### config.mk
export PLATFORM = sky130hd
export DESIGN_NAME = hs_clock_system_select
export DESIGN_NICKNAME = d
export VERILOG_FILES = /design/src/shared/hs_clock_pkg.sv /design/src/verilog/hs_clock_system_select.sv
export VERILOG_INCLUDE_DIRS = /design/src /design/src/shared
export SDC_FILE = /design/constraint.sdc
export NUM_CORES = 1
export LEC_CHECK = 0
export BUFFER_PORTS_ARGS = -buffer_cell sky130_fd_sc_hd__buf_2
export CAP_MARGIN = 0
export CORE_MARGIN = 1
export CORE_UTILIZATION = 45
export CTS_BUF_LIST = sky130_fd_sc_hd__clkbuf_8
export CTS_CLUSTER_SIZE = 14
export DETAILED_ROUTE_END_ITERATION = 10
export GPL_ROUTABILITY_DRIVEN = 0
export PLACE_DENSITY = 0.69
export SLEW_MARGIN = 20
export SYNTH_ARGS = -nofsm -noshare
export SYNTH_HDL_FRONTEND = slang
export SYNTH_SLANG_ARGS = --single-unit
### constraint.sdc
create_clock -name sys_clk -period 3.8 [get_ports sys_clk]
set_input_delay 0.38 -clock sys_clk [delete_from_list [all_inputs] [get_ports sys_clk]]
set_output_delay 0.38 -clock sys_clk [all_outputs]
set_load 0.02 [all_outputs]
### src/shared/hs_clock_cfg.svh
`ifndef HS_CLOCK_CFG_SVH
`define HS_CLOCK_CFG_SVH

// Register byte addresses
`define HCS_ADDR 16'hf002
`define LCS_ADDR 16'hf004

// Reset values
`define HCS_RESET 16'h0373
`define LCS_RESET 16'h0002
`define HDIV_RESET 3'h3
`define HMODE_RESET 2'h2
`define ODIV_RESET 3'h3
`define SYSSEL_RESET 1'b1
`define HOSCEN_RESET 1'b1
`define LPERMIT_RESET 1'b0
`define LMODE_RESET 2'h2

// Main register field positions
`define HDIV_LSB 0
`define HDIV_MSB 2
`define HMODE_LSB 3
`define HMODE_MSB 4
`define ODIV_LSB 5
`define ODIV_MSB 7
`define SYSSEL_BIT 8
`define HOSCEN_BIT 9
`define LPERMIT_BIT 11
`define LSTABLE_BIT 14
`define HSTABLE_BIT 15

// Low-speed register field positions
`define LMODE_LSB 0
`define LMODE_MSB 1
`define LFLT_BIT 4
`define HFLT_LSB 6
`define HFLT_MSB 7

// Mode codes shared by both mode fields
`define MODE_HOLD 2'h0
`define MODE_XTAL 2'h1
`define MODE_RC 2'h2
`define MODE_EXT 2'h3

// Divider codes and prescaler width
`define DIV_MAX_CODE 3'h5
`define PRESCALE_W 5
`define PRESCALE_LAST 5'h1f

`endif

### src/shared/hs_clock_pkg.sv
package hs_clock_pkg;

   typedef struct packed {
      logic [15:0] addr;
      logic [15:0] wdata;
      logic [1:0] byte_en;
      logic wr;
      logic rd;
   } reg_req_t;

   typedef struct packed {
      logic sys;
      logic hs;
      logic port_out;
      logic timer_ls;
      logic peri_ls;
   } clk_en_t;

   typedef struct packed {
      logic hs_osc_run;
      logic [1:0] hs_mode;
      logic ls_xtal_run;
      logic [1:0] ls_mode;
      logic ls_filter;
      logic [1:0] hs_filter;
   } osc_ctl_t;

   typedef enum logic {
      SRC_LOW,
      SRC_HIGH
   } sys_src_t;

endpackage

### src/verilog/hs_clock_system_select.sv
// Our own choice: the plain strobed port.
`timescale 1ns/1ps
`include "hs_clock_cfg.svh"
`default_nettype none

module hs_clock_system_select
   import hs_clock_pkg::*;
(
   // Clock and reset; sys_clk is the oscillator clock
   input wire logic sys_clk,
   input wire logic nrst,
   // Register port
   input wire reg_req_t bus_req,
   output logic [15:0] bus_rdata,
   // Low-speed sources and oscillator status
   input wire logic ls_sel_tick,
   input wire logic ls_xtal_tick,
   input wire logic hs_osc_stable,
   input wire logic ls_osc_stable,
   // Clock enables and oscillator control
   output clk_en_t clk_en,
   output osc_ctl_t osc_ctl
);

   // Main register fields, one flop group per concern
   logic [2:0] hdiv_q;
   logic [1:0] hmode_q;
   logic [2:0] odiv_q;
   logic syssel_q;
   logic hoscen_q;
   logic permit_q;
   // Bits 13, 12 and 10 are plain storage with no function
   logic [2:0] spare_q;

   // Low-speed register: mode field plus filter selects and storage above it
   logic [1:0] lmode_q;
   logic [13:0] lcs_store_q;

   logic [`PRESCALE_W-1:0] pre_q;
   logic [2:0] hdiv_act_q;
   logic [2:0] odiv_act_q;
   sys_src_t src_q;
   logic hstab_q;
   logic lstab_q;

   logic wr_hcs_lo;
   logic wr_hcs_hi;
   logic wr_lcs_lo;
   logic wr_lcs_hi;
   logic rate_load;
   logic hs_tick;
   logic out_tick;
   logic [15:0] hcs_word;
   logic [15:0] lcs_word;

   // Tick when the low bits of the prescaler are all ones
   function automatic logic div_tick(input logic [2:0] code,
                                     input logic [`PRESCALE_W-1:0] cnt);
      logic [`PRESCALE_W-1:0] mask;
      logic [2:0] c;
      c = (code > `DIV_MAX_CODE) ? `DIV_MAX_CODE : code;
      mask = `PRESCALE_W'((6'h01 << c) - 6'h01);
      div_tick = ((cnt & mask) == mask);
   endfunction

   // Mode write: 00 keeps the old value
   function automatic logic [1:0] mode_next(input logic [1:0] old,
                                            input logic [1:0] wr_val);
      mode_next = (wr_val == `MODE_HOLD) ? old : wr_val;
   endfunction

   // Address decode shared by the write lanes and the read mux
   function automatic logic reg_hit(input logic [15:0] addr,
                                    input logic [15:0] target);
      reg_hit = (addr == target);
   endfunction

   // Low-speed crystal runs for its own mode or when the timer permit asks for it
   function automatic logic ls_xtal_on(input logic permit,
                                       input logic [1:0] mode);
      ls_xtal_on = permit || (mode == `MODE_XTAL);
   endfunction

   assign wr_hcs_lo = bus_req.wr && bus_req.byte_en[0] && reg_hit(bus_req.addr, `HCS_ADDR);
   assign wr_hcs_hi = bus_req.wr && bus_req.byte_en[1] && reg_hit(bus_req.addr, `HCS_ADDR);
   assign wr_lcs_lo = bus_req.wr && bus_req.byte_en[0] && reg_hit(bus_req.addr, `LCS_ADDR);
   assign wr_lcs_hi = bus_req.wr && bus_req.byte_en[1] && reg_hit(bus_req.addr, `LCS_ADDR);
   assign hs_tick = div_tick(hdiv_act_q, pre_q);
   assign out_tick = div_tick(odiv_act_q, pre_q);
   assign rate_load = (pre_q == `PRESCALE_LAST) || !hoscen_q;

   // Register images as software sees them
   assign hcs_word = {hstab_q, lstab_q, spare_q[2:1], permit_q, spare_q[0],
                      hoscen_q, syssel_q, odiv_q, hmode_q, hdiv_q};
   assign lcs_word = {lcs_store_q, lmode_q};

   // High-speed divider code; forbidden codes are kept and decoded as 32
   always_ff @(posedge sys_clk or negedge nrst)
   begin
      if (!nrst)
      begin
         hdiv_q <= `HDIV_RESET;
      end
      else if (wr_hcs_lo)
      begin
         hdiv_q <= bus_req.wdata[`HDIV_MSB:`HDIV_LSB];
      end
   end

   // Output clock divider code
   always_ff @(posedge sys_clk or negedge nrst)
   begin
      if (!nrst)
      begin
         odiv_q <= `ODIV_RESET;
      end
      else if (wr_hcs_lo)
      begin
         odiv_q <= bus_req.wdata[`ODIV_MSB:`ODIV_LSB];
      end
   end

   // High-speed mode; the gate uses the enable as it stood before this write
   always_ff @(posedge sys_clk or negedge nrst)
   begin
      if (!nrst)
      begin
         hmode_q <= `HMODE_RESET;
      end
      else if (wr_hcs_lo && !hoscen_q)
      begin
         hmode_q <= mode_next(hmode_q, bus_req.wdata[`HMODE_MSB:`HMODE_LSB]);
      end
   end

   // System clock select; cannot be set while the oscillator is off
   always_ff @(posedge sys_clk or negedge nrst)
   begin
      if (!nrst)
      begin
         syssel_q <= `SYSSEL_RESET;
      end
      else if (wr_hcs_hi)
      begin
         syssel_q <= bus_req.wdata[`SYSSEL_BIT] & bus_req.wdata[`HOSCEN_BIT];
      end
      else if (!hoscen_q)
      begin
         syssel_q <= 1'b0;
      end
   end

   // High-speed oscillator enable
   always_ff @(posedge sys_clk or negedge nrst)
   begin
      if (!nrst)
      begin
         hoscen_q <= `HOSCEN_RESET;
      end
      else if (wr_hcs_hi)
      begin
         hoscen_q <= bus_req.wdata[`HOSCEN_BIT];
      end
   end

   // Low-speed crystal permit for the timer block
   always_ff @(posedge sys_clk or negedge nrst)
   begin
      if (!nrst)
      begin
         permit_q <= `LPERMIT_RESET;
      end
      else if (wr_hcs_hi)
      begin
         permit_q <= bus_req.wdata[`LPERMIT_BIT];
      end
   end

   // Unused high-byte bits read back what was written
   always_ff @(posedge sys_clk or negedge nrst)
   begin
      if (!nrst)
      begin
         spare_q <= '0;
      end
      else if (wr_hcs_hi)
      begin
         spare_q <= {bus_req.wdata[13:12], bus_req.wdata[10]};
      end
   end

   // Low-speed mode field
   always_ff @(posedge sys_clk or negedge nrst)
   begin
      if (!nrst)
      begin
         lmode_q <= `LMODE_RESET;
      end
      else if (wr_lcs_lo)
      begin
         lmode_q <= mode_next(lmode_q, bus_req.wdata[`LMODE_MSB:`LMODE_LSB]);
      end
   end

   // Filter selects and the rest of the low-speed register
   always_ff @(posedge sys_clk or negedge nrst)
   begin
      if (!nrst)
      begin
         lcs_store_q <= '0;
      end
      else
      begin
         if (wr_lcs_lo)
         begin
            lcs_store_q[5:0] <= bus_req.wdata[7:2];
         end
         if (wr_lcs_hi)
         begin
            lcs_store_q[13:6] <= bus_req.wdata[15:8];
         end
      end
   end

   // Shared prescaler; runs only while the high-speed oscillator runs
   always_ff @(posedge sys_clk or negedge nrst)
   begin
      if (!nrst)
      begin
         pre_q <= '0;
      end
      else if (hoscen_q)
      begin
         pre_q <= pre_q + `PRESCALE_W'(1);
      end
   end

   // New rates load at the common period boundary, or at once while the oscillator is off, so no pulse is cut short
   always_ff @(posedge sys_clk or negedge nrst)
   begin
      if (!nrst)
      begin
         hdiv_act_q <= `HDIV_RESET;
         odiv_act_q <= `ODIV_RESET;
      end
      else if (rate_load)
      begin
         hdiv_act_q <= hdiv_q;
         odiv_act_q <= odiv_q;
      end
   end

   // Source switches only on a low-speed edge; dropping the oscillator is immediate
   always_ff @(posedge sys_clk or negedge nrst)
   begin
      if (!nrst)
      begin
         src_q <= SRC_HIGH;
      end
      else if (!hoscen_q)
      begin
         src_q <= SRC_LOW;
      end
      else if (ls_sel_tick)
      begin
         src_q <= syssel_q ? SRC_HIGH : SRC_LOW;
      end
   end

   // Stability flags follow the crystal oscillators that are actually running
   always_ff @(posedge sys_clk or negedge nrst)
   begin
      if (!nrst)
      begin
         hstab_q <= 1'b0;
         lstab_q <= 1'b0;
      end
      else
      begin
         hstab_q <= hs_osc_stable && hoscen_q && (hmode_q == `MODE_XTAL);
         lstab_q <= ls_osc_stable && ls_xtal_on(permit_q, lmode_q);
      end
   end

   // Registered clock enables
   always_ff @(posedge sys_clk or negedge nrst)
   begin
      if (!nrst)
      begin
         clk_en <= '0;
      end
      else
      begin
         clk_en.hs <= hoscen_q && hs_tick;
         clk_en.port_out <= hoscen_q && out_tick;
         clk_en.sys <= (src_q == SRC_HIGH) ? (hoscen_q && hs_tick) : ls_sel_tick;
         clk_en.peri_ls <= ls_sel_tick;
         clk_en.timer_ls <= permit_q ? ls_xtal_tick : ls_sel_tick;
      end
   end

   // Oscillator control toward the analog side
   always_ff @(posedge sys_clk or negedge nrst)
   begin
      if (!nrst)
      begin
         osc_ctl <= '0;
      end
      else
      begin
         osc_ctl.hs_osc_run <= hoscen_q;
         osc_ctl.hs_mode <= hmode_q;
         osc_ctl.ls_xtal_run <= ls_xtal_on(permit_q, lmode_q);
         osc_ctl.ls_mode <= lmode_q;
         osc_ctl.ls_filter <= lcs_word[`LFLT_BIT];
         osc_ctl.hs_filter <= lcs_word[`HFLT_MSB:`HFLT_LSB];
      end
   end

   // Read data in the cycle after the strobe; unmapped reads return zero
   always_ff @(posedge sys_clk or negedge nrst)
   begin
      if (!nrst)
      begin
         bus_rdata <= '0;
      end
      else if (!bus_req.rd)
      begin
         bus_rdata <= '0;
      end
      else if (reg_hit(bus_req.addr, `HCS_ADDR))
      begin
         bus_rdata <= hcs_word;
      end
      else if (reg_hit(bus_req.addr, `LCS_ADDR))
      begin
         bus_rdata <= lcs_word;
      end
      else
      begin
         bus_rdata <= '0;
      end
   end

endmodule // hs_clock_system_select

`default_nettype wire

==> results of run 1 <==
area by class of cell:
type,count,area (um2)
fill,549,2771
tap,77,96.34
multi-input combinational,124,1092
sequential,74,1868
clock inverter,5,46.29
inverter,5,18.77
clock buffer,11,151.4
timing repair buffer,74,377.9
critical path, cell delays in order:
cell                     delay, ns
sky130_fd_sc_hd__buf_2        0.09
sky130_fd_sc_hd__or4_4        0.56
sky130_fd_sc_hd__nor4_4       0.61
sky130_fd_sc_hd__and3_1       0.43
sky130_fd_sc_hd__mux2_1       0.37
power groups by stage:
stage / clock network [mW] / logic, mW / registers [mW]
after floorplan: 0 / 0.00808 / 0.807
after global placement: 0 / 0.0556 / 0.805
after detailed placement: 0 / 0.0560 / 0.805
after CTS: 0.616 / 0.0561 / 0.790
after global routing: 0.649 / 0.0616 / 0.790
final: 0.596 / 0.0546 / 0.790
state kept, by name (all words and copies together) (netlist names), 2 cells and up:
name and flops:
bus_rdata 16, clk_en 5, hdiv_act_q 3, hdiv_q 3, hmode_q 2, lcs_store_q 14, lmode_q 2, odiv_act_q 3
odiv_q 3, osc_ctl 9, pre_q 5, spare_q 3
synth_stat cells (all sizes together), types with 3 or more instances:
cell / count
dfrtp: 61
mux2: 35
nor2b: 18
a22oi: 16
dfstp: 13
buf: 8
inv: 5
nand2: 5
and2: 4
and3: 4
ha: 4
nor2: 4
o21ai: 4
a21o: 3
clkbuf: 3
xor2: 3
cell families (layout without fill, tap and decap cells):
kind of cell / after synthesis / in the layout / share of synthesized area
DFF: 74 / 74 / 0.6149
and+or+nand+nor: 51 / 51 / 0.1116
muxes: 37 / 37 / 0.1462
AOI/OAI and AO/OA: 27 / 27 / 0.06508
buffers and inverters: 16 / 95 / 0.03130
xor gates and xnor gates: 5 / 5 / 0.01442
adders and majority gates: 4 / 4 / 0.01648
through the flow:
step           hold WS [ns]  utilization  area, um2  total power [mW]  worst slack [ns]
6_report             0.2061       0.5685       3651             1.441             1.561
2_1_floorplan       0.08441            -       3038            0.8153             1.687
3_3_place_gp         0.3949       0.5377       3453            0.8603             1.269
5_1_grt              0.1985       0.5685       3651             1.500             1.482
4_1_cts              0.1894       0.5685       3651             1.462             1.560
3_5_place_dp         0.3895       0.5377       3453            0.8608             1.191
worst paths after layout:
path,from,end,slack [ns],cells after the start
max in group asynchronous,nrst,osc_ctl[7],2.98,2
worst max-delay path,bus_req[25],spare_q[2],1.56,5
worst min register to register,lcs_store_q[4],osc_ctl[0],0.40,0
min in group asynchronous,nrst,permit_q,0.25,2
worst max register to register,pre_q[0],odiv_act_q[2],1.85,5
worst min-delay path,ls_sel_tick,clk_en[0],0.21,1
routing by layer:
metal	vias up	GRT usage	wire [um]
met1	983	0.2399	2584
met3	9	0.04130	281
li1	905	-	-
met2	63	0.2928	2828
met5	-	0	0
met4	0	0.08777	125
==> flow_summary.rst, run 1 <==
.. list-table::
   :header-rows: 1

   * - Metric
     - Value
   * - Status
     - finished, violations left
   * - Violations in the final reports
     - DRC
   * - Number of cells upsized or downsized after cts
     - 0
   * - Worst slew pin tran
     - 0.8967 ns
   * - Initial standard-cell utilization of the core
     - 0.4730
   * - Share of power burned in the clock network
     - 0.414
   * - DP HPWL
     - 3.998 mm
   * - Syn Nets
     - 260
   * - Total Nets Final
     - 334
   * - Category of the most critical setup path
     - in -> reg
   * - Synthesized netlist cell count
     - 214
   * - Number of endpoints failing setup at the final stage
     - 0
   * - Number of synthesized flops with an enable pin
     - 0
   * - Residual DRC count
     - 14
   * - Maximum buffer depth of the clock tree
     - 2
   * - Required arrival time at the worst endpoint
     - 4.02 ns
   * - Portion of total power attributed to combinational logic
     - 0.038
   * - Worst Setup End Kind
     - flop
   * - Static leakage
     - 1.898 nW
   * - Clk slew on worst S/H paths
     - 0.07 ns
   * - Proportion of layout cells with a drive suffix above 1
     - 0.4608
   * - Placed cells
     - 354
   * - Antenna violations before repair
     - 0
   * - Clock Sinks
     - 74
   * - Summed instance area of the synthesized netlist
     - 3038 um2
   * - Minimum period implied by the final worst setup slack
     - 2.239 ns
   * - Total setup buffers inserted after CTS
     - 0
   * - Post-synthesis cell type with the largest combined area
     - sky130_fd_sc_hd__dfrtp_1
   * - CTS tree
     - yes
   * - Maximum clock skew at final layout
     - 0.007867 ns
   * - Power density over cell area
     - 394.6 nW/um2
   * - Post-DRT Antenna Nets
     - 0
   * - Number of buffers added to fix hold violations after cts
     - 0
   * - Cell types with the largest area share after synthesis
     - sky130_fd_sc_hd__dfrtp_1, sky130_fd_sc_hd__dfstp_2, sky130_fd_sc_hd__mux2_2, sky130_fd_sc_hd__a22oi_1, sky130_fd_sc_hd__mux2_4
   * - Synthesis-to-finish area growth
     - 20.18%
   * - Share of the yosys chip area belonging to registers
     - 0.6149
   * - Overall fraction of global-route tracks in use
     - 0.1837
   * - Ys flop type
     - sky130_fd_sc_hd__dfrtp_1
   * - Commonest cells after routing, fill and taps aside
     - sky130_fd_sc_hd__buf_2, sky130_fd_sc_hd__dfrtp_1, sky130_fd_sc_hd__mux2_2, sky130_fd_sc_hd__nor2b_1, sky130_fd_sc_hd__a22oi_1
   * - Die Footprint
     - 7084 um2
   * - Max_slew headroom
     - 0.4022
   * - Number of rows created at floorplan
     - 29
   * - Fraction of registers with async set or reset after synthesis
     - 1.000
   * - Arrival time at the worst endpoint
     - 2.46 ns
   * - P_int
     - 1.143 mW
   * - H-Tree Level Count
     - 3
   * - Vias in the first global route
     - 2011
   * - Layout Cells excl Fill
     - 370
   * - FMAX
     - 446.6 MHz
   * - IO Port Bufs
     - 71
   * - Final worst-path cycle share
     - 0.5892
   * - Yosys synthesis warning count
     - 0
   * - Fraction of power consumed by sequential logic
     - 0.549
   * - Netlist cell types
     - 35
   * - #FFs+latches synth
     - 74
   * - Core area
     - 6422 um2
   * - Sw frac
     - 0.2066
   * - Top-Level Pins
     - 72
   * - Area fraction of the dominant cell type after synthesis
     - 0.5025
   * - Initial detailed-routing violation count
     - 85
   * - Worst Setup Start Kind
     - input pin
   * - Die width
     - 84.17 um
   * - Grt ovf
     - 0
   * - Unrepaired setup endpoints after global routing
     - false
   * - Floorplan die height
     - 84.17 um
   * - Maximum vdd drop
     - 0.0001646 V
   * - Overall routed net length
     - 5.820 mm
   * - Final count of hold timing violations
     - 0
   * - # Max-Cap Violations
     - 0
   * - # diodes
     - 0
   * - Via Count
     - 1960
   * - Net switching power
     - 0.2977 mW
   * - Most common library cell in the layout ignoring fill and taps
     - sky130_fd_sc_hd__buf_2
   * - Via-per-instance ratio
     - 5.297
   * - Max FO, Critical Path
     - 11
   * - Number of iterations in the first detailed-routing pass
     - 7
   * - Worst hold path type
     - in -> reg
   * - TritonCTS buffer count
     - 9
   * - Max-slew violations
     - 0
   * - Worst-Skew Late Latency
     - 0.34 ns
   * - Average footprint of a synthesized cell
     - 14.20 um2
   * - Root buf cell
     - sky130_fd_sc_hd__clkbuf_8
   * - Maximum number of pins on one net before global-route repair
     - 75
   * - Accumulated negative setup slack
     - 0 ns
   * - Routed wire per std cell
     - 15.73 um
   * - Global-route wire length before repair
     - 9.963 mm
No activity file was read; power rests on OpenSTA's default activity.
==> run 2: changes to the inputs <==
--- a/config.mk
+++ b/config.mk
@@ -6,6 +6,7 @@
 export SDC_FILE = /design/constraint.sdc
 export NUM_CORES = 1
 export LEC_CHECK = 0
+export ABC_AREA = 1
 export BUFFER_PORTS_ARGS = -buffer_cell sky130_fd_sc_hd__buf_2
 export CAP_MARGIN = 0
 export CORE_MARGIN = 1
@@ -14,7 +15,7 @@
 export CTS_CLUSTER_SIZE = 14
 export DETAILED_ROUTE_END_ITERATION = 10
 export GPL_ROUTABILITY_DRIVEN = 0
-export PLACE_DENSITY = 0.69
+export PLACE_DENSITY = 0.7
 export SLEW_MARGIN = 20
 export SYNTH_ARGS = -nofsm -noshare
 export SYNTH_HDL_FRONTEND = slang
==> constraint.sdc (replaced) <==
create_clock -name sys_clk -period 1.98 [get_ports sys_clk]
set_input_delay 0.198 -clock sys_clk [delete_from_list [all_inputs] [get_ports sys_clk]]
set_output_delay 0.198 -clock sys_clk [all_outputs]
set_load 0.02 [all_outputs]
==> run 2 against run 1 <==
- critical endpoint is now hdiv_act_q[2]
- flip-flop and latch count unchanged
- wire length up 24%
- non-clock buffer count up 3
- the flow now finishes without violations
- combinational power rose to 4.3 times the previous value
- setup slack worse by 1.2 ns
- highest routed layer unchanged
- area after synthesis up 12%
- power up 110%
- count of clock-buffer cells in the layout down 1
- core utilization down 0.44 points
==> flow_summary.rst, run 2 <==
.. list-table::
   :header-rows: 1

   * - Metric
     - Value
   * - Status
     - complete, no violations
   * - Number of endpoints failing setup at the final stage
     - 0 (unchanged)
   * - Flip-flop count of the largest register, all copies and words added
     - 16 (unchanged)
   * - H-Tree Level Count
     - 3 (unchanged)
   * - Max FO, Critical Path
     - 12 (+1)
   * - Syn Nets
     - 445 (+71%)
   * - Ys flop type
     - sky130_fd_sc_hd__dfrtp_1
   * - Cell types with the largest area share after synthesis
     - sky130_fd_sc_hd__dfrtp_1, sky130_fd_sc_hd__nand2_1, sky130_fd_sc_hd__dfstp_2, sky130_fd_sc_hd__inv_1, sky130_fd_sc_hd__nor2_1
   * - Max-slew violations
     - 0 (unchanged)
   * - Most common library cell in the layout ignoring fill and taps
     - sky130_fd_sc_hd__nand2_1
   * - Sink of the worst hold path
     - lcs_store_q[12]
   * - Maximum clock skew at final layout
     - 0.008635 ns (+0.0007682 ns)
   * - Die Footprint
     - 7894 um2 (+11%)
   * - Number of cells upsized or downsized after cts
     - 0 (unchanged)
   * - Sw frac
     - 0.2313 (+0.02468)
   * - # diodes
     - 0 (unchanged)
   * - Root buf cell
     - sky130_fd_sc_hd__clkbuf_8
   * - Power density over cell area
     - 754.2 nW/um2 (+91%)
   * - TritonCTS buffer count
     - 9 (unchanged)
   * - Worst r2r src
     - pre_q[0]
   * - Total Nets Final
     - 524 (+57%)
   * - Floorplan die height
     - 88.85 um (+5.6%)
   * - Residual DRC count
     - 0 (-14)
   * - Unrepaired setup endpoints after global routing
     - false
   * - Routed wire per std cell
     - 12.40 um (-21%)
   * - Registers with the most flip-flops
     - bus_rdata x16, lcs_store_q x14, osc_ctl x9
   * - Number of synthesized flops with an enable pin
     - 0 (unchanged)
   * - Worst-Skew Late Latency
     - 0.35 ns (about the same)
   * - Core area
     - 7253 um2 (+13%)
   * - Hold wc startpoint
     - bus_req[18]
   * - Clk slew on worst S/H paths
     - 0.08 ns (about the same)
   * - Number of rows created at floorplan
     - 31 (+6.9%)
   * - Post-DRT Antenna Nets
     - 0 (unchanged)
   * - Crit path cell chain
     - ha_1, nand2_1, nor2_1, ha_1, or2_2, nand2_1, o21ai_0
   * - Worst Setup End Kind
     - flop
   * - Final count of hold timing violations
     - 0 (unchanged)
   * - Top cells by count, synth
     - sky130_fd_sc_hd__nand2_1, sky130_fd_sc_hd__dfrtp_1, sky130_fd_sc_hd__inv_1, sky130_fd_sc_hd__nor2_1, sky130_fd_sc_hd__nand3_1
   * - Final worst-path cycle share
     - 0.8328
   * - Overall routed net length
     - 7.216 mm (+24%)
   * - Clock Sinks
     - 74 (unchanged)
   * - Synthesis-to-finish area growth
     - 20.53%
   * - M1 wire length
     - 3.308 mm (+28%)
   * - Minimum period implied by the final worst setup slack
     - 1.649 ns
   * - Fraction of registers with async set or reset after synthesis
     - 1.000 (unchanged)
   * - Share of the yosys chip area belonging to registers
     - 0.5503 (-0.06460)
   * - Arrival time at the worst endpoint
     - 1.85 ns (-0.61 ns)
   * - Top-Level Pins
     - 72 (unchanged)
   * - Global-route wire length before repair
     - 11.96 mm (+20%)
   * - Required arrival time at the worst endpoint
     - 2.18 ns (-1.84 ns)
   * - Area fraction of the dominant cell type after synthesis
     - 0.4497 (-0.05278)
   * - Via-per-instance ratio
     - 4.796 (-9.5%)
   * - Met2 wire length
     - 3.436 mm (+21%)
   * - Final non-filler cell area
     - 4091 um2 (+12%)
   * - Yosys synthesis warning count
     - 0 (unchanged)
   * - Worst slew pin tran
     - 0.5924 ns (-0.3044 ns)
   * - Category of the most critical setup path
     - reg -> reg
   * - FILL cells
     - 685 (+25%)
   * - DP HPWL
     - 5.242 mm (+31%)
   * - Highest-delay cell along the critical path
     - sky130_fd_sc_hd__dfrtp_1
   * - Max_slew headroom
     - 0.6047 (+0.2025)
   * - Worst setup slack for register-to-register paths
     - 0.33 ns (-1.52 ns)
   * - Share of power burned in the clock network
     - 0.413 (about the same)
   * - #FFs+latches synth
     - 74 (unchanged)
   * - Critical Path Max Stage Delay
     - 0.44 ns (-0.17 ns)
   * - Worst hold path type
     - in -> reg
   * - Summed instance area of the synthesized netlist
     - 3395 um2 (+12%)
   * - IO Port Bufs
     - 71 (unchanged)
   * - Netlist cell types
     - 27 (-23%)
   * - Worst Setup Start Kind
     - flop
   * - Maximum vdd drop
     - 0.0004710 V (+190%)
   * - Accumulated negative setup slack
     - 0 ns (unchanged)
   * - Portion of total power attributed to combinational logic
     - 0.075 (+0.037)
   * - P_int
     - 2.372 mW (+110%)
   * - Number of iterations in the first detailed-routing pass
     - 4 (-3)
   * - Buffers & Inverters on Critical Path
     - 0 (-1)
   * - Initial standard-cell utilization of the core
     - 0.4680 (-0.005017)
   * - Proportion of layout cells with a drive suffix above 1
     - 0.2567 (-0.2040)
   * - # Max-Cap Violations
     - 0 (unchanged)
   * - Post-synthesis cell type with the largest combined area
     - sky130_fd_sc_hd__dfrtp_1
   * - Most numerous cell in the Yosys netlist
     - sky130_fd_sc_hd__nand2_1
   * - Crit Reg-Reg Endpoint
     - hdiv_act_q[2]
   * - Delay-heaviest family, CP
     - simple AND/OR/NAND/NOR gates
   * - Antenna violations before repair
     - 0 (unchanged)
   * - Average footprint of a synthesized cell
     - 8.508 um2 (-40%)
   * - Commonest cells after routing, fill and taps aside
     - sky130_fd_sc_hd__nand2_1, sky130_fd_sc_hd__buf_2, sky130_fd_sc_hd__dfrtp_1, sky130_fd_sc_hd__inv_1, sky130_fd_sc_hd__nor2_1
   * - Hold-critical path depth
     - 3 (+2)
   * - Vias in the first global route
     - 2611 (+30%)
   * - Net switching power
     - 0.7138 mW (+140%)
   * - Static leakage
     - 2.179 nW (+15%)
   * - Highest metal layer with signal wires
     - met4
   * - CTS tree
     - yes
   * - Die width
     - 88.85 um (+5.6%)
   * - Overall fraction of global-route tracks in use
     - 0.2048 (+0.02107)
   * - Maximum number of pins on one net before global-route repair
     - 57 (-24%)
   * - Maximum buffer depth of the clock tree
     - 2 (unchanged)
   * - Initial detailed-routing violation count
     - 154 (+81%)
   * - Via Count
     - 2791 (+42%)
   * - Synthesized netlist cell count
     - 399 (+86%)
   * - Cell count of the worst reg-to-reg path
     - 7 (+2)
   * - FMAX
     - 606.5 MHz
   * - Fraction of power consumed by sequential logic
     - 0.512 (-0.037)
   * - Detailed route wirelength on metal3
     - 388 um (+38%)
   * - Register name with the most flops
     - bus_rdata
   * - Grt ovf
     - 0 (unchanged)
   * - Post-DP Area
     - 3852 um2 (+12%)
## run 2: changes by cell type in the layout (fill, tap and decap cells not counted), moves of 6 or more
cell                      before  now
sky130_fd_sc_hd__a21oi_1       0   18
sky130_fd_sc_hd__a22oi_1      16    0
sky130_fd_sc_hd__inv_1         8   47
sky130_fd_sc_hd__mux2_2       22    0
sky130_fd_sc_hd__mux2_4        8    0
sky130_fd_sc_hd__nand2_1       5  132
sky130_fd_sc_hd__nand3_1       1   25
sky130_fd_sc_hd__nand4_1       2    8
sky130_fd_sc_hd__nor2_1        4   34
sky130_fd_sc_hd__nor2b_1      18    0
sky130_fd_sc_hd__o21ai_0       4   21
## run 2: logic make-up (layout without fill, tap and decap cells)
| logic type | count (synthesis) | count (layout) | synth area share |
|---|---|---|---|
| flip-flops | 74 | 74 | 0.5503 |
| XOR/XNOR | 3 | 3 | 0.007742 |
| adder cells (fa/ha/maj) | 4 | 4 | 0.01474 |
| buffers and inverters | 56 | 140 | 0.07077 |
| AND/OR/NAND/NOR | 220 | 220 | 0.2919 |
| AO/OA/AOI/OAI | 42 | 42 | 0.06451 |
## run 2: power groups by stage
stage	Combinational, mW	Sequential [mW]	Clock (mW)
after floorplan	0.111	1.61	0
after global placement	0.229	1.61	0
after detailed placement	0.233	1.61	0
after CTS	0.237	1.58	1.30
after global routing	0.268	1.58	1.36
final	0.233	1.58	1.27
## run 2: routing by layer
layer | vias to the layer above | track usage
li1 | 1404 | -
met1 | 1308 | 0.2738
met2 | 74 | 0.3266
met3 | 5 | 0.04851
met4 | 0 | 0.07331
met5 | - | 0
## run 2: area by class of cell
type	count	area, um2	area share
clock inverters	6	81.33	0.01988
inverters	47	176.4	0.04312
well taps	99	123.9	0.03028
repair buffers	77	417.9	0.1021
multi-input cells	269	1286	0.3144
flip-flops and latches	74	1868	0.4566
clock buffers	10	137.6	0.03364
## run 2: worst max path at each step
stage,startpoint,end,slack [ns],cells after the start
after global placement,pre_q[0],hdiv_act_q[2],0.42,7
after floorplan,pre_q[0],hdiv_act_q[0],0.43,7
final,pre_q[0],hdiv_act_q[2],0.33,7
after CTS,pre_q[0],hdiv_act_q[2],0.33,6
after global routing,pre_q[0],hdiv_act_q[2],0.23,6
after detailed placement,pre_q[0],hdiv_act_q[2],0.35,6
## run 2: what timing repair did
| item | CTS | global route |
|---|---|---|
| hold endpoints to repair | 18 | 0 |
| hold buffers | 2 | 0 |
| buffers inserted | 0 | 0 |
## run 2: through the flow
stage / setup slack [ns] / power (mW) / hold slack (ns) / cells / utilization
floorplan: 0.4299 / 1.717 / -0.09759 / 399 / -
global placement: 0.4236 / 1.838 / 0.1704 / 564 / 0.5311
detailed placement: 0.3459 / 1.842 / 0.1708 / 564 / 0.5311
CTS: 0.3251 / 3.113 / 0.03363 / 582 / 0.5641
global route: 0.2330 / 3.216 / 0.06133 / 582 / 0.5641
finish: 0.3311 / 3.086 / 0.04294 / 582 / 0.5641
## run 2: worst register-to-register path, cell delays in order (launching register included)
cell and delay [ns]:
sky130_fd_sc_hd__dfrtp_1 0.44, sky130_fd_sc_hd__ha_1 0.23, sky130_fd_sc_hd__nand2_1 0.08, sky130_fd_sc_hd__nor2_1 0.05
sky130_fd_sc_hd__ha_1 0.17, sky130_fd_sc_hd__or2_2 0.38, sky130_fd_sc_hd__nand2_1 0.09, sky130_fd_sc_hd__o21ai_0 0.09
==> run 3: changes to the inputs <==
==> constraint.sdc (replaced) <==
create_clock -name sys_clk -period 1.4 [get_ports sys_clk]
set_input_delay 0.14 -clock sys_clk [delete_from_list [all_inputs] [get_ports sys_clk]]
set_output_delay 0.14 -clock sys_clk [all_outputs]
set_load 0.02 [all_outputs]
==> run 3 against run 2 <==
- the flow now finishes with violations (setup timing)
- clock skew increased by 0.0013 ns
- critical path depth unchanged
- first-iteration DRC count increased by 14%
- count of clock-buffer cells in the layout decreased by 1
- maximum frequency increased by 17%
- cell count increased by 3.6%
- hold slack got worse by 0.029 ns
- setup slack got worse by 0.34 ns
- clock power increased by 69%
- design area increased by 8.3%
- wire length increased by 2.2%
- combinational power increased by 71%
- critical path type unchanged
==> flow_summary.rst, run 3 (synthesis gave the netlist of run 2 again) <==
.. list-table::
   :header-rows: 1

   * - Metric
     - Value
   * - Status
     - finished, violations left
   * - Violations in the final reports
     - setup timing
   * - Clk slew on worst S/H paths
     - 0.08 ns (about the same)
   * - Initial detailed-routing violation count
     - 176 (+14%)
   * - Layout Cells excl Fill
     - 603 (+3.6%)
   * - Die width
     - 88.85 um (unchanged)
   * - TritonCTS buffer count
     - 9 (unchanged)
   * - H-Tree Level Count
     - 3 (unchanged)
   * - Category of the most critical setup path
     - reg -> reg
   * - CTS tree
     - yes
   * - Max_slew headroom
     - 0.7536 (+0.1489)
   * - DP HPWL
     - 5.063 mm (-3.4%)
   * - Arrival time at the worst endpoint
     - 1.69 ns (-0.16 ns)
   * - Proportion of layout cells with a drive suffix above 1
     - 0.3175 (+0.06073)
   * - Hold-critical path depth
     - 3 (unchanged)
   * - Maximum buffer depth of the clock tree
     - 2 (unchanged)
   * - Maximum clock skew at final layout
     - 0.009969 ns (+0.001335 ns)
   * - Post-DP Area
     - 3970 um2 (+3.1%)
   * - Worst hold path type
     - in -> reg
   * - Via Count
     - 2874 (+3.0%)
   * - Top-Level Pins
     - 72 (unchanged)
   * - Worst Setup Start Kind
     - flop
   * - Max FO, Critical Path
     - 3 (-9)
   * - Static leakage
     - 2.333 nW (+7.1%)
   * - Accumulated negative setup slack
     - -0.009741 ns (-0.009741 ns)
   * - Cell count of the worst reg-to-reg path
     - 7 (unchanged)
   * - Crit Reg-Reg Endpoint
     - clk_en[3]
   * - IO Port Bufs
     - 71 (unchanged)
   * - Overall routed net length
     - 7.372 mm (+2.2%)
   * - Global-route wire length before repair
     - 12.34 mm (+3.2%)
   * - Maximum number of pins on one net before global-route repair
     - 75 (+32%)
   * - Worst setup margin
     - -0.005246 ns (-0.3363 ns)
   * - Area used by multi-input combinational logic
     - 1371 um2 (+6.6%)
   * - Total Nets Final
     - 545 (+4.0%)
   * - Die Footprint
     - 7894 um2 (unchanged)
   * - Vias in the first global route
     - 2695 (+3.2%)
   * - Worst slew pin tran
     - 0.3696 ns (-0.2228 ns)
   * - # diodes
     - 0 (unchanged)
   * - Number of iterations in the first detailed-routing pass
     - 4 (unchanged)
   * - Number of rows created at floorplan
     - 31 (unchanged)
   * - Worst-Skew Late Latency
     - 0.34 ns (about the same)
   * - Minimum period implied by the final worst setup slack
     - 1.405 ns (-0.2437 ns)
   * - Residual DRC count
     - 0 (unchanged)
   * - Overall fraction of global-route tracks in use
     - 0.2093 (+0.004549)
   * - Maximum vdd drop
     - 0.0004441 V (-5.7%)
   * - Post-DRT Antenna Nets
     - 0 (unchanged)
   * - Hold wc startpoint
     - bus_req[11]
   * - Final non-filler cell area
     - 4431 um2 (+8.3%)
   * - Overall power of the completed layout
     - 4.784 mW (+55%)
   * - Grt ovf
     - 0 (unchanged)
   * - Routed wire per std cell
     - 12.23 um (-1.4%)
   * - Floorplan die height
     - 88.85 um (unchanged)
   * - Placed cells
     - 574 (+1.8%)
   * - Commonest cells after routing, fill and taps aside
     - sky130_fd_sc_hd__nand2_1, sky130_fd_sc_hd__buf_2, sky130_fd_sc_hd__dfrtp_1, sky130_fd_sc_hd__inv_1, sky130_fd_sc_hd__nor2_1
   * - Max-slew violations
     - 0 (unchanged)
   * - Worst setup slack for register-to-register paths
     - -0.005 ns (-0.34 ns)
   * - Flip-flop count of the largest register, all copies and words added
     - 16 (unchanged)
   * - Register name with the most flops
     - bus_rdata
   * - Final worst-path cycle share
     - 1.004 (+0.1710)
   * - Number of endpoints failing setup at the final stage
     - 2 (+2)
   * - # Max-Cap Violations
     - 0 (unchanged)
   * - Worst r2r src
     - hdiv_act_q[0]
   * - Most common library cell in the layout ignoring fill and taps
     - sky130_fd_sc_hd__nand2_1
   * - Registers with the most flip-flops
     - bus_rdata x16, lcs_store_q x14, osc_ctl x9
   * - Register area
     - 1868 um2 (unchanged)
   * - Initial standard-cell utilization of the core
     - 0.4680 (unchanged)
   * - FMAX
     - 711.6 MHz (+17%)
   * - Unrepaired setup endpoints after global routing
     - true
   * - Synthesis-to-finish area growth
     - 30.52%
   * - Worst Setup End Kind
     - flop
   * - Final count of hold timing violations
     - 0 (unchanged)
   * - Core area
     - 7253 um2 (unchanged)
   * - Clock Sinks
     - 74 (unchanged)
   * - Post-layout utilization of the core
     - 0.6108 (+0.04675)
   * - Power density over cell area
     - 1080 nW/um2 (+43%)
   * - Root buf cell
     - sky130_fd_sc_hd__clkbuf_8
   * - Sink of the worst hold path
     - lcs_store_q[5]
   * - Via-per-instance ratio
     - 4.766 (-0.61%)
   * - FILL cells
     - 638 (-6.9%)
   * - Required arrival time at the worst endpoint
     - 1.68 ns (-0.50 ns)
   * - Antenna violations before repair
     - 0 (unchanged)
## run 3: cell types whose count changed in the layout (fill, tap and decap cells not counted), sizes merged
cell,change
or2,+1
clkinvlp,-1
dlygate4sd3,+8
clkbuf,-1
buf,+12
bufinv,+2
inv,+1
clkinv,-1
## run 3: cell type report
cell class,instances,share of cell area
tap,99,0.02796
clock buffer,9,0.02796
clock inverter,7,0.03191
sequential,74,0.4216
inverter,47,0.03982
multi-input combinational,270,0.3095
timing repair buffer,97,0.1412
## run 3: what timing repair did
| action | CTS | global route |
|---|---|---|
| buffers inserted | 1 | 1 |
| endpoints found under the hold margin | 71 | 0 |
| pin swaps | 0 | 8 |
| gates resized for setup | 1 | 26 |
| setup endpoints to repair | 3 | 9 |
| hold buffers | 10 | 0 |
| gates cloned | 0 | 1 |
## run 3: per-stage QoR
| stage | hold slack, ns | setup slack [ns] |
|---|---|---|
| finish | 0.01396 | -0.005246 |
| global route | 0.003253 | -0.09585 |
| CTS | 0.0004309 | 0.006105 |
| detailed placement | 0.1977 | 0.01336 |
| global placement | 0.1969 | 0.04176 |
| floorplan | -0.1556 | 0.01611 |
## run 3: how the worst max path moves through the flow
stage / start / endpoint / slack, ns / cells past startpoint
after global placement: hdiv_act_q[0] / clk_en[3] / 0.04 / 7
after global routing: hdiv_act_q[0] / clk_en[4] / -0.1 / 8
after CTS: hdiv_act_q[0] / clk_en[4] / 0.006 / 9
after floorplan: pre_q[0] / odiv_act_q[0] / 0.02 / 7
final: hdiv_act_q[0] / clk_en[3] / -0.005 / 7
after detailed placement: hdiv_act_q[0] / clk_en[4] / 0.01 / 8
## run 3: worst max-delay path: stages (launching register included)
cell and delay (ns):
sky130_fd_sc_hd__dfstp_2 0.58, sky130_fd_sc_hd__nand3_2 0.10, sky130_fd_sc_hd__ha_4 0.27, sky130_fd_sc_hd__inv_2 0.03, sky130_fd_sc_hd__nand2_2 0.06, sky130_fd_sc_hd__nand3_2 0.06, sky130_fd_sc_hd__nor2_2 0.09, sky130_fd_sc_hd__and3_1 0.15
## run 3: metal layers
layer  vias up  track usage  part of all wire
met2        78       0.3266              0.49
met3         7      0.04384             0.037
met4         0      0.07625            0.0094
met5         -            0                 0
met1      1335       0.2890              0.47
li1       1454            -                 -
## run 3: report_power, final
group          switching (mW)  internal [mW]
Combinational           0.230          0.168
Sequential             0.0383           2.20
Clock                   0.784           1.37
Total                    1.05           3.73
